==> src/ida_pkg.sv <==
// Package: register map and constants for the indirect data addressing unit
package ida_pkg;
  localparam int ADDR_W = 12;
  localparam int DATA_W = 8;
  localparam logic [11:0] PTR2_LOW_ADDR = 12'h0FD9;
  localparam logic [11:0] PTR2_HIGH_ADDR = 12'h0FDA;
  localparam logic [11:0] PTR2_PLUSW_ADDR = 12'h0FDB;
  localparam logic [11:0] PTR2_PREINC_ADDR = 12'h0FDC;
  localparam logic [11:0] PTR2_POSTDEC_ADDR = 12'h0FDD;
  localparam logic [11:0] PTR2_POSTINC_ADDR = 12'h0FDE;
  localparam logic [11:0] PTR2_INDIRECT_ADDR = 12'h0FDF;
  localparam logic [11:0] BANK_SELECT_ADDR = 12'h0FE0;
  localparam logic [11:0] PTR1_LOW_ADDR = 12'h0FE1;
  localparam logic [11:0] PTR1_HIGH_ADDR = 12'h0FE2;
  localparam logic [11:0] PTR1_PLUSW_ADDR = 12'h0FE3;
  localparam logic [11:0] PTR1_PREINC_ADDR = 12'h0FE4;
  localparam logic [11:0] PTR1_POSTDEC_ADDR = 12'h0FE5;
  localparam logic [11:0] PTR1_POSTINC_ADDR = 12'h0FE6;
  localparam logic [11:0] PTR1_INDIRECT_ADDR = 12'h0FE7;
  localparam logic [11:0] PTR0_LOW_ADDR = 12'h0FE9;
  localparam logic [11:0] PTR0_HIGH_ADDR = 12'h0FEA;
  localparam logic [11:0] PTR0_PLUSW_ADDR = 12'h0FEB;
  localparam logic [11:0] PTR0_PREINC_ADDR = 12'h0FEC;
  localparam logic [11:0] PTR0_POSTDEC_ADDR = 12'h0FED;
  localparam logic [11:0] PTR0_POSTINC_ADDR = 12'h0FEE;
  localparam logic [11:0] PTR0_INDIRECT_ADDR = 12'h0FEF;
  // Special function region bounds
  localparam logic [11:0] SFR_REGION_LO = 12'h0EF4;
  localparam logic [11:0] SFR_REGION_HI = 12'h0FFF;
  localparam logic [3:0] PTR_HIGH_MASK = 4'h0F;
  localparam logic [7:0] PTR_RESET = 8'h00;
  localparam logic [7:0] BANK_RESET = 8'h00;
  localparam logic [7:0] READ_ZERO = 8'h00;
endpackage

==> src/ida_ptr_if.sv <==
// Interface: one pointer pair's write strobes and value
interface ida_ptr_if;
  logic wrLow;
  logic wrHigh;
  logic [7:0] wrData;
  logic [11:0] value;
  modport owner (input wrLow, input wrHigh, input wrData, output value);
  modport user (output wrLow, output wrHigh, output wrData, input value);
endinterface

==> src/ida_ptr_pair.sv <==
// One 12-bit pointer pair made of a low and a masked high register
module ida_ptr_pair import ida_pkg::*; (
  // Clock and reset
  input wire logic clk_sys,
  input wire logic rstn,
  // Register access
  ida_ptr_if.owner port
);
  logic [7:0] lowQ, lowD;
  logic [3:0] highQ, highD;

  always_comb begin
    lowD = lowQ;
    highD = highQ;
    if (port.wrLow) begin
      lowD = port.wrData;
    end
    if (port.wrHigh) begin
      highD = port.wrData[3:0];
    end
  end

  always_ff @(posedge clk_sys or negedge rstn) begin
    if (!rstn) begin
      lowQ <= PTR_RESET;
      highQ <= PTR_RESET[3:0];
    end else begin
      lowQ <= lowD;
      highQ <= highD;
    end
  end

  assign port.value = {highQ, lowQ};
endmodule // ida_ptr_pair

==> src/ida_indirect_unit.sv <==
// Indirect addressing unit: pointer pairs, virtual operand redirect, region decode
// Notes on behaviour
// - Three pointer pairs 0..2, each an 8-bit low and an 8-bit high register of which four bits count.
// - An access to plain indirect operand n goes to the data byte addressed by pointer pair n; the plus, pre and post forms read as zero.
// - Virtual operand locations are decoded in the register region but have no storage.
// - Indirect targets use the full 12-bit pointer and ignore bank select and access bit.
// - The register region covers F00h..FFFh and EF4h..EFFh at the top of data memory.
// - Unused locations in the register region hold nothing and read as zero.
module ida_indirect_unit import ida_pkg::*; (
  // Clock and reset
  input wire logic clk_sys,
  input wire logic rstn,
  // Core access, address already resolved by the core
  input wire logic coreRd,
  input wire logic coreWr,
  input wire logic [11:0] coreAddr,
  input wire logic [7:0] coreWrData,
  output logic [7:0] coreRdData,
  // Data memory port
  output logic memRd,
  output logic memWr,
  output logic [11:0] memAddr,
  output logic [7:0] memWrData,
  input wire logic [7:0] memRdData,
  // Status
  output logic [7:0] bankSelect,
  output logic inRegRegion,
  output logic indirectHit
);
  // Register kinds in the pointer block around bank select
  typedef enum logic [3:0] {
    KIND_NONE = 4'h0,
    KIND_LOW = 4'h1,
    KIND_HIGH = 4'h2,
    KIND_INDIRECT = 4'h3,
    KIND_PLUSW = 4'h4,
    KIND_PREINC = 4'h5,
    KIND_POSTDEC = 4'h6,
    KIND_POSTINC = 4'h7,
    KIND_BANK = 4'h8
  } ida_kind_e;

  // Where a read takes its byte from
  typedef enum logic [1:0] {
    SRC_ZERO = 2'h0,
    SRC_UNIT = 2'h1,
    SRC_MEM = 2'h2
  } ida_src_e;

  // Pair storage and decode results
  ida_ptr_if ptrIf [3] ();
  logic [11:0] ptrVal [3];
  logic [7:0] bankQ, bankD;
  logic [7:0] rdDataQ, rdDataD;
  ida_kind_e kind;
  logic [1:0] ptrSel;
  logic [2:0] wrLowSel;
  logic [2:0] wrHighSel;
  logic [1:0] indSel;
  logic indHit;
  logic inTopBank;
  logic inSlice;
  logic regionHit;
  logic unitHit;
  logic [7:0] unitRd;
  ida_src_e rdSrc;

  genvar g;
  generate
    for (g = 0; g < 3; g++) begin : gPtr
      ida_ptr_pair uPair (
        .clk_sys(clk_sys),
        .rstn(rstn),
        .port(ptrIf[g])
      );
      assign ptrVal[g] = ptrIf[g].value;
      assign ptrIf[g].wrData = coreWrData;
      assign ptrIf[g].wrLow = wrLowSel[g];
      assign ptrIf[g].wrHigh = wrHighSel[g];
    end
  endgenerate

  // Decode of the pointer block; the plus, pre and post forms are decoded so
  // that they stay apart from plain memory, but own no storage here and
  // therefore fall to the read-as-zero path
  always_comb begin
    kind = KIND_NONE;
    ptrSel = 2'h0;
    case (coreAddr)
      // Pair 2
      PTR2_LOW_ADDR: begin
        kind = KIND_LOW;
        ptrSel = 2'h2;
      end
      PTR2_HIGH_ADDR: begin
        kind = KIND_HIGH;
        ptrSel = 2'h2;
      end
      PTR2_PLUSW_ADDR: begin
        kind = KIND_PLUSW;
        ptrSel = 2'h2;
      end
      PTR2_PREINC_ADDR: begin
        kind = KIND_PREINC;
        ptrSel = 2'h2;
      end
      PTR2_POSTDEC_ADDR: begin
        kind = KIND_POSTDEC;
        ptrSel = 2'h2;
      end
      PTR2_POSTINC_ADDR: begin
        kind = KIND_POSTINC;
        ptrSel = 2'h2;
      end
      PTR2_INDIRECT_ADDR: begin
        kind = KIND_INDIRECT;
        ptrSel = 2'h2;
      end
      // Bank select
      BANK_SELECT_ADDR: begin
        kind = KIND_BANK;
        ptrSel = 2'h0;
      end
      // Pair 1
      PTR1_LOW_ADDR: begin
        kind = KIND_LOW;
        ptrSel = 2'h1;
      end
      PTR1_HIGH_ADDR: begin
        kind = KIND_HIGH;
        ptrSel = 2'h1;
      end
      PTR1_PLUSW_ADDR: begin
        kind = KIND_PLUSW;
        ptrSel = 2'h1;
      end
      PTR1_PREINC_ADDR: begin
        kind = KIND_PREINC;
        ptrSel = 2'h1;
      end
      PTR1_POSTDEC_ADDR: begin
        kind = KIND_POSTDEC;
        ptrSel = 2'h1;
      end
      PTR1_POSTINC_ADDR: begin
        kind = KIND_POSTINC;
        ptrSel = 2'h1;
      end
      PTR1_INDIRECT_ADDR: begin
        kind = KIND_INDIRECT;
        ptrSel = 2'h1;
      end
      // Pair 0
      PTR0_LOW_ADDR: begin
        kind = KIND_LOW;
        ptrSel = 2'h0;
      end
      PTR0_HIGH_ADDR: begin
        kind = KIND_HIGH;
        ptrSel = 2'h0;
      end
      PTR0_PLUSW_ADDR: begin
        kind = KIND_PLUSW;
        ptrSel = 2'h0;
      end
      PTR0_PREINC_ADDR: begin
        kind = KIND_PREINC;
        ptrSel = 2'h0;
      end
      PTR0_POSTDEC_ADDR: begin
        kind = KIND_POSTDEC;
        ptrSel = 2'h0;
      end
      PTR0_POSTINC_ADDR: begin
        kind = KIND_POSTINC;
        ptrSel = 2'h0;
      end
      PTR0_INDIRECT_ADDR: begin
        kind = KIND_INDIRECT;
        ptrSel = 2'h0;
      end
      default: begin
        kind = KIND_NONE;
        ptrSel = 2'h0;
      end
    endcase
  end

  // One-hot write strobes into the pairs; a pair write and an indirect
  // access in one cycle cannot meet, as the core issues one access a cycle
  always_comb begin
    wrLowSel = 3'h0;
    wrHighSel = 3'h0;
    for (int i = 0; i < 3; i++) begin
      if (coreWr && ptrSel == 2'(i)) begin
        wrLowSel[i] = kind == KIND_LOW;
        wrHighSel[i] = kind == KIND_HIGH;
      end
    end
  end

  // Only the plain indirect operand redirects; the other operand forms need
  // the core's W and increment path, which sits outside this unit
  assign indHit = kind == KIND_INDIRECT;
  assign indSel = ptrSel;

  // Region is the whole top bank plus the upper slice of the bank below
  assign inTopBank = coreAddr[11:8] == SFR_REGION_HI[11:8];
  assign inSlice = coreAddr[11:8] == SFR_REGION_LO[11:8] && coreAddr >= SFR_REGION_LO;
  assign regionHit = inTopBank || inSlice;

  // Registers owned here; anything else in the region but the indirect operands reads as zero
  always_comb begin
    unitHit = 1'b1;
    unitRd = READ_ZERO;
    case (kind)
      KIND_LOW: begin
        unitRd = ptrVal[ptrSel][7:0];
      end
      KIND_HIGH: begin
        unitRd = {4'h0, ptrVal[ptrSel][11:8]};
      end
      KIND_BANK: begin
        unitRd = bankQ;
      end
      default: begin
        unitHit = 1'b0;
        unitRd = READ_ZERO;
      end
    endcase
  end

  // Bank select serves the core's direct accesses, never the redirect
  always_comb begin
    bankD = bankQ;
    if (coreWr && kind == KIND_BANK) begin
      bankD = coreWrData;
    end
  end

  // Memory port: indirect goes to pointer target, normal memory passes,
  // other region locations are left to peripherals or read as zero
  always_comb begin
    memRd = 1'b0;
    memWr = 1'b0;
    memAddr = coreAddr;
    memWrData = coreWrData;
    if (indHit) begin
      memAddr = ptrVal[indSel];
      memRd = coreRd;
      memWr = coreWr;
    end else if (!regionHit) begin
      memRd = coreRd;
      memWr = coreWr;
    end
  end

  // Read source; the virtual operand itself never answers, its target does
  always_comb begin
    rdSrc = SRC_ZERO;
    if (indHit || !regionHit) begin
      rdSrc = SRC_MEM;
    end else if (unitHit) begin
      rdSrc = SRC_UNIT;
    end else begin
      rdSrc = SRC_ZERO;
    end
  end

  // Read data is registered: valid the cycle after coreRd and held until the
  // next read, so the core may pick it up late
  always_comb begin
    rdDataD = rdDataQ;
    if (coreRd) begin
      case (rdSrc)
        SRC_MEM: begin
          rdDataD = memRdData;
        end
        SRC_UNIT: begin
          rdDataD = unitRd;
        end
        default: begin
          rdDataD = READ_ZERO;
        end
      endcase
    end
  end

  // Bank select and read data are the only registers here; the pairs own theirs
  always_ff @(posedge clk_sys or negedge rstn) begin
    if (!rstn) begin
      bankQ <= BANK_RESET;
      rdDataQ <= READ_ZERO;
    end else begin
      bankQ <= bankD;
      rdDataQ <= rdDataD;
    end
  end

  assign coreRdData = rdDataQ;
  assign bankSelect = bankQ;
  assign inRegRegion = regionHit;
  assign indirectHit = indHit;
endmodule // ida_indirect_unit

==> config.mk <==
export PLATFORM = sky130hd
export DESIGN_NAME = ida_indirect_unit
export DESIGN_NICKNAME = d
export VERILOG_FILES = /design/src/ida_pkg.sv /design/src/ida_ptr_if.sv /design/src/ida_ptr_pair.sv /design/src/ida_indirect_unit.sv
export SDC_FILE = /design/constraint.sdc
export NUM_CORES = 1
export LEC_CHECK = 0
export BUFFER_PORTS_ARGS = -buffer_cell sky130_fd_sc_hd__clkbuf_2
export CAP_MARGIN = 30
export CORE_ASPECT_RATIO = 1.5
export CORE_MARGIN = 3
export CORE_UTILIZATION = 33
export DETAILED_ROUTE_END_ITERATION = 10
export SKIP_LAST_GASP = 1
export SYNTH_ARGS = -nofsm -noshare
export SYNTH_HDL_FRONTEND = slang
export SYNTH_HIERARCHICAL = 1
export SYNTH_SLANG_ARGS = --single-unit
==> constraint.sdc <==
create_clock -name clk_sys -period 6.8 [get_ports clk_sys]
set_clock_uncertainty 0.1 [all_clocks]
set_input_delay 1.36 -clock clk_sys [delete_from_list [all_inputs] [get_ports clk_sys]]
set_output_delay 1.36 -clock clk_sys [all_outputs]
set_load 0.005 [all_outputs]
# After elaboration in Yosys (flattened, before gate mapping)
# Index checks and enable logic that the tools add are counted.
[op_classes]
muxes = 21
n_lt_le_gt_ge = 2
n_reduce_logical = 19
eq_ne = 32
bitwise = 1
[ops]
columns = ["operator", "count"]
rows = [
  ["12-bit equality test (second input constant)", 22],
  ["12-bit 2-to-1 mux", 3],
  ["4-bit one-hot mux with 8 select lines", 1],
  ["12-bit binary-select mux with 2-bit select", 1],
  ["8-bit one-hot mux with 3 select lines", 1],
  ["3-bit OR reduction", 8],
  ["8-bit one-hot mux with 2 select lines", 1],
  ["7-bit OR reduction", 2],
  ["4-bit equality test (second input constant)", 3],
  ["12-bit greater-or-equal comparator (second input constant)", 1],
  ["1-bit 2-to-1 mux", 12],
  ["4-bit by 2-bit equality test with 1-bit output (second input constant)", 2],
  ["1-bit logical AND", 5],
  ["2-bit by 1-bit equality test with 1-bit output (second input constant)", 2],
  ["2-bit equality test (second input constant)", 2],
  ["4-bit by 1-bit equality test with 1-bit output (second input constant)", 1],
  ["2-bit one-hot mux with 2 select lines", 1],
  ["3-bit greater-or-equal comparator (second input constant)", 1],
  ["2-bit NOT with 3-bit output", 1],
  ["2-bit zero test", 1],
  ["1-bit logical OR", 2],
  ["2-bit 2-to-1 mux", 1],
  ["1-bit zero test", 1],
]
[totals]
inputBits = 32
elab_cells = 83
output_inout_bits = 40
ff_bits = 52

# Longest topological paths before layout
[logic_depth]
depth_word = 10
ltp_mapped = 10

# Hierarchy
# The synthesis kept the hierarchy.
[modules_own_cells]
columns = ["mod", "instances", "area_per_inst_um2", "cells_each", "seq_area_each_um2"]
rows = [
  ["ida_indirect_unit", 1, 1565.3, 188, 400.4],
  ["ida_ptr_pair", 3, 476.7, 25, 300.3],
]

# Worst setup path before layout
# OpenSTA, ideal clock, no wires.
[synth_path]
path_type = "input -> output"
start = "input coreAddr[2]"
end = "output memAddr[8]"
slack_ps = 2408
required_time_ps = 5340
path_stages = 8
path_buffers = 4
t_arrival_ps = 2932
cell_sequence = "clkbuf_1 > nor3_1 > or4_1 > buf_2 > buf_6 > buf_2 > a311oi_1 > a21o_1"
[synth_between]
elab_chain_len = 8
word_cells_on_any_way = 39
[synth_lines]
columns = ["element", "line", "source"]
rows = [
  ["from (decl)", "ida_indirect_unit.sv:16", "input wire logic [11:0] coreAddr,"],
  ["12-bit equality test", "ida_indirect_unit.sv:89", "case (coreAddr)"],
  ["7-bit OR reduction (no source line)", "-", ""],
  ["2-bit one-hot mux with 2 select lines", "ida_indirect_unit.sv:89", ""],
  ["2-bit NOT with 3-bit output (implied by the code)", "ida_indirect_unit.sv:249", "memAddr = ptrVal[indSel];"],
  ["12-bit binary-select mux with 2-bit select", "ida_indirect_unit.sv:249", ""],
  ["12-bit 2-to-1 mux (implied by the code) (2 in series)", "ida_indirect_unit.sv:249", ""],
  ["12-bit 2-to-1 mux (*)", "ida_indirect_unit.sv:248", "if (indHit) begin"],
  ["to (decl)", "ida_indirect_unit.sv:22", "output logic [11:0] memAddr,"],
]
# Every way passes the cells marked *; elsewhere a longest branch is shown, timed or not. The select of a mux whose other input is x is not followed.

# Final worst setup path
[layout_path]
start = "input coreAddr[0]"
end = "output memAddr[9]"
# Same word-level chain as after synthesis.

==> impl_metrics.yaml <==
power:
  net_sw_share_pct: 23.99
  power_per_cell_area_mw_per_mm2: 179.9
  cellInternalPower_uw: 481.9
  combPwrFrac_pct: 10.7
  seq_power_share_pct: 50.4
  peakVddDrop_mv: 0.09492
  power_switching_uw: 152.1
  pwr-share-clk_pct: 38.9
  leakage_nw: 1.644
worst_setup_path:
  worst-setup-path-type: "input port to output pin"
  worst-path-max-fanout: 33
  kind_of_end_point_of_the_critical_path: "output pin"
  rr_endpoint: "coreRdData[3]$_DFFE_PN0P_"
  timing.reg2reg.worst_path_depth: 3
  cp_data_required_time_ps: 5340
  critPathLaunchType: "input port"
  worst-endpoint-arrival_ps: 3570
  rr_startpoint: "bankSelect[3]$_DFFE_PN0P_"
  ff2ff_setup_slack_ps: 5290
clocking:
  clock_path_buffers: 2
  clock_pin_slew_of_the_registers_on_the_worst_case_setup_and_hold_paths_ps: 60
  insertion_delay_ps: 290
  clk_root_buffer_cell: "clkbuf_16"
  cts_buffers: 5
  cts_tree: "done"
  number_of_hold_repair_buffers_added_at_the_cts_stage: 0
  cts_num_sinks: 52
  htree_levels: 2
  postCtsSetupRepairBufs: 0
  cts_resized: 0
sta:
  setup_violations: 0
  max_freq_ghz: 0.1989
  report.final.hold_viol_count: 0
  timing.slew.headroom_pct: 30.28
  slew_viol_final: 0
  worst_slew_pin_slew_ps: 1038
  timing.setup.tns_ps: 0
  finalCriticalPeriod_ps: 5028
  grt_setup_unrepaired: "false"
  period_share_pct: 73.94
floorplanning:
  start_util_pct: 33.93
  dieArea_sq_mm: 0.01028
  io_pins: 72
  fp.coreArea_sq_mm: 0.008828
  std_cell_rows: 42
  die_height_um: 122.7
  die_width_um: 83.79
cells_and_area:
  nets: 355
  antenna_cells: 0
  drive_gt1_share_pct: 41.36
  finalInstanceArea_sq_mm: 0.003523
  area_delta_synth_final_pct: 17.63
synthesis:
  synth-seq-area-share_pct: 43.44
  post_synth_num_cell_types: 51
  post_synth_inst_count: 263
  synth_fp_nets: 295
  syn-mean-instance-area_sq_um: 11.39
  synth_flop_cell: "dfrtp_1"
  async_flop_share_pct: 100.0
  synthesis.area_sq_mm: 0.002995
  synth_edf_count: 0
  ys_seq_elements: 52
  yosysWarningCount: 6
routing:
  total_number_of_vias: 2353
  drc: 0
  drt_iter0_drc: 179
  detail_route.wirelength_mm: 8.061
  drt_antenna_net_count: 0
  detail_routed_via_count_per_cell: 5.422
  top_layer_used: "met4"
  wl_per_cell_um: 18.57
  first_pass_iters: 4
  met2_wirelength_mm: 4.288
  wirelength_met1_mm: 3.248
  route.met3.wl_um: 324
place:
  numPortBuffers: 71
  placedInstanceArea_sq_mm: 0.003382
  last_weighted_congestion_value_of_the_routability_driven_placer: 0.8996
  place_hpwl_mm: 6.156
global_routing:
  number_of_global_route_vias_before_repair: 2346
  globalRouteTotalUtil_pct: 15.91
  global_route.overflow_total: 0
  grt_antenna_before_repair: 0
  grt_max_degree: 53
  grt_pass1_wl_mm: 12.74
run:
  maxCapViolations: 0
min_path:
  min_delay_worst_endpoint: "gPtr[0].uPair/lowQ[2]$_DFFE_PN0P_"
  holdCritPathClass: "flip-flop to flip-flop"
  min_from: "gPtr[0].uPair/lowQ[2]$_DFFE_PN0P_"
  worstHoldPathCells: 1
outcome:
  outcome: "finished clean"
==> worst max path at each step <==
stage | end | slack [ps] | start | depth (start not counted)
detailed placement | memAddr[8] | 1780 | coreAddr[0] | 7
finish | memAddr[9] | 1770 | coreAddr[0] | 7
CTS | memAddr[8] | 1760 | coreAddr[0] | 7
global route | memAddr[9] | 1500 | coreAddr[0] | 7
floorplan | memAddr[8] | 2410 | coreAddr[2] | 8
global placement | memAddr[8] | 1790 | coreAddr[0] | 7
==> logic make-up (layout without fill, tap and decap cells) <==
logic type,Yosys count,in the layout,synth area share [%]
multiplexers,52,52,22.22
flip-flops,52,52,43.44
buffers and inverters,24,85,5.305
AO/OA/AOI/OAI,63,63,16.33
AND/OR/NAND/NOR,72,72,12.70
==> state kept, by name, summed over array words and instances, names as in the netlist <==
| signal | flops |
|---|---|
| bankSelect | 8 |
| gPtr.uPair/lowQ | 24 |
| gPtr.uPair/highQ | 12 |
| coreRdData | 8 |
==> worst max-delay path, cell delays in order <==
cell and delay [ps]:
clkbuf_2 160, nor3_1 500, or4_1 850, nor2_1 140, a211oi_1 320, a21o_1 120, clkbuf_2 100
==> layout make-up <==
| class | instances | area (sq um) |
|---|---|---|
| clock buffer | 7 | 132.6 |
| clock inverter | 1 | 8.758 |
| fill | 843 | 5305 |
| inverter | 1 | 3.754 |
| multi-input combinational | 187 | 1535 |
| sequential | 52 | 1301 |
| tap | 110 | 137.6 |
| timing repair buffer | 76 | 404.1 |
==> cell usage after synthesis (2+ instances only) <==
cell       instances  area (sq um)
nand2_1           16         60.06
a221oi_1           5         43.79
a21boi_0           3         22.52
a311oi_1           3         26.28
and3_1             2         12.51
clkbuf_1           5         18.77
buf_2              4         20.02
o21a_1             3         22.52
nor3b_1            2         15.01
a222oi_1           2         20.02
o2111ai_1          3         26.28
o21ai_0            5         25.02
or2_2              3         18.77
dfrtp_1           52          1301
buf_4              9         67.56
mux2i_1            8         80.08
mux2_2            20         225.2
a21oi_1            5         25.02
o32a_1             2         20.02
and2_1             3         18.77
nand3_1            2         10.01
buf_6              4         45.04
nor3_1             3         15.01
a211o_1            5         43.79
o22ai_1            3         18.77
a211oi_1           8         60.06
a21o_1             6         45.04
a31o_2             2         17.52
and3b_1            2         17.52
or4_1              2         15.01
mux2_4            24         360.4
nor2_1            28         105.1
==> power groups by stage <==
stage          Clock (mW)  Sequential, mW  Combinational [mW]
2_1_floorplan           0           0.325              0.0299
3_3_place_gp            0           0.326              0.0681
3_5_place_dp            0           0.326              0.0688
4_1_cts             0.253           0.320              0.0692
5_1_grt             0.265           0.320              0.0753
6_report            0.246           0.320              0.0679
==> layout by cell type (no fill, tap or decap), drive strengths merged, types with 3 or more instances in the layout <==
master	instances
o21a	3
a211oi	8
a221oi	5
and2	3
nand2	16
nor3	3
a21boi	3
a311oi	4
clkbuf	78
a211o	5
o2111ai	3
buf	5
o21ai	5
a21o	6
dfrtp	52
or2	3
o22ai	3
mux2i	8
mux2	44
nor2	28
a21oi	5
==> layer usage <==
metal / up-vias / global-route usage (%)
met5: - / 0
met4: 0 / 6.841
met3: 15 / 2.216
met2: 69 / 28.93
met1: 1164 / 18.62
li1: 1105 / -
==> through the flow <==
step	util, %	std cells	setup slack, ps	hold WS, ps	total power [mW]
final	39.91	434	1772	409.7	0.6340
after global routing	39.91	434	1501	430.8	0.6603
after CTS	39.91	434	1757	414.6	0.6417
after detailed placement	38.31	426	1776	393.3	0.3944
after global placement	37.93	423	1791	394.6	0.3937
after floorplan	-	263	2408	380.0	0.3553
Note: power is estimated with default switching activity, not from simulation.
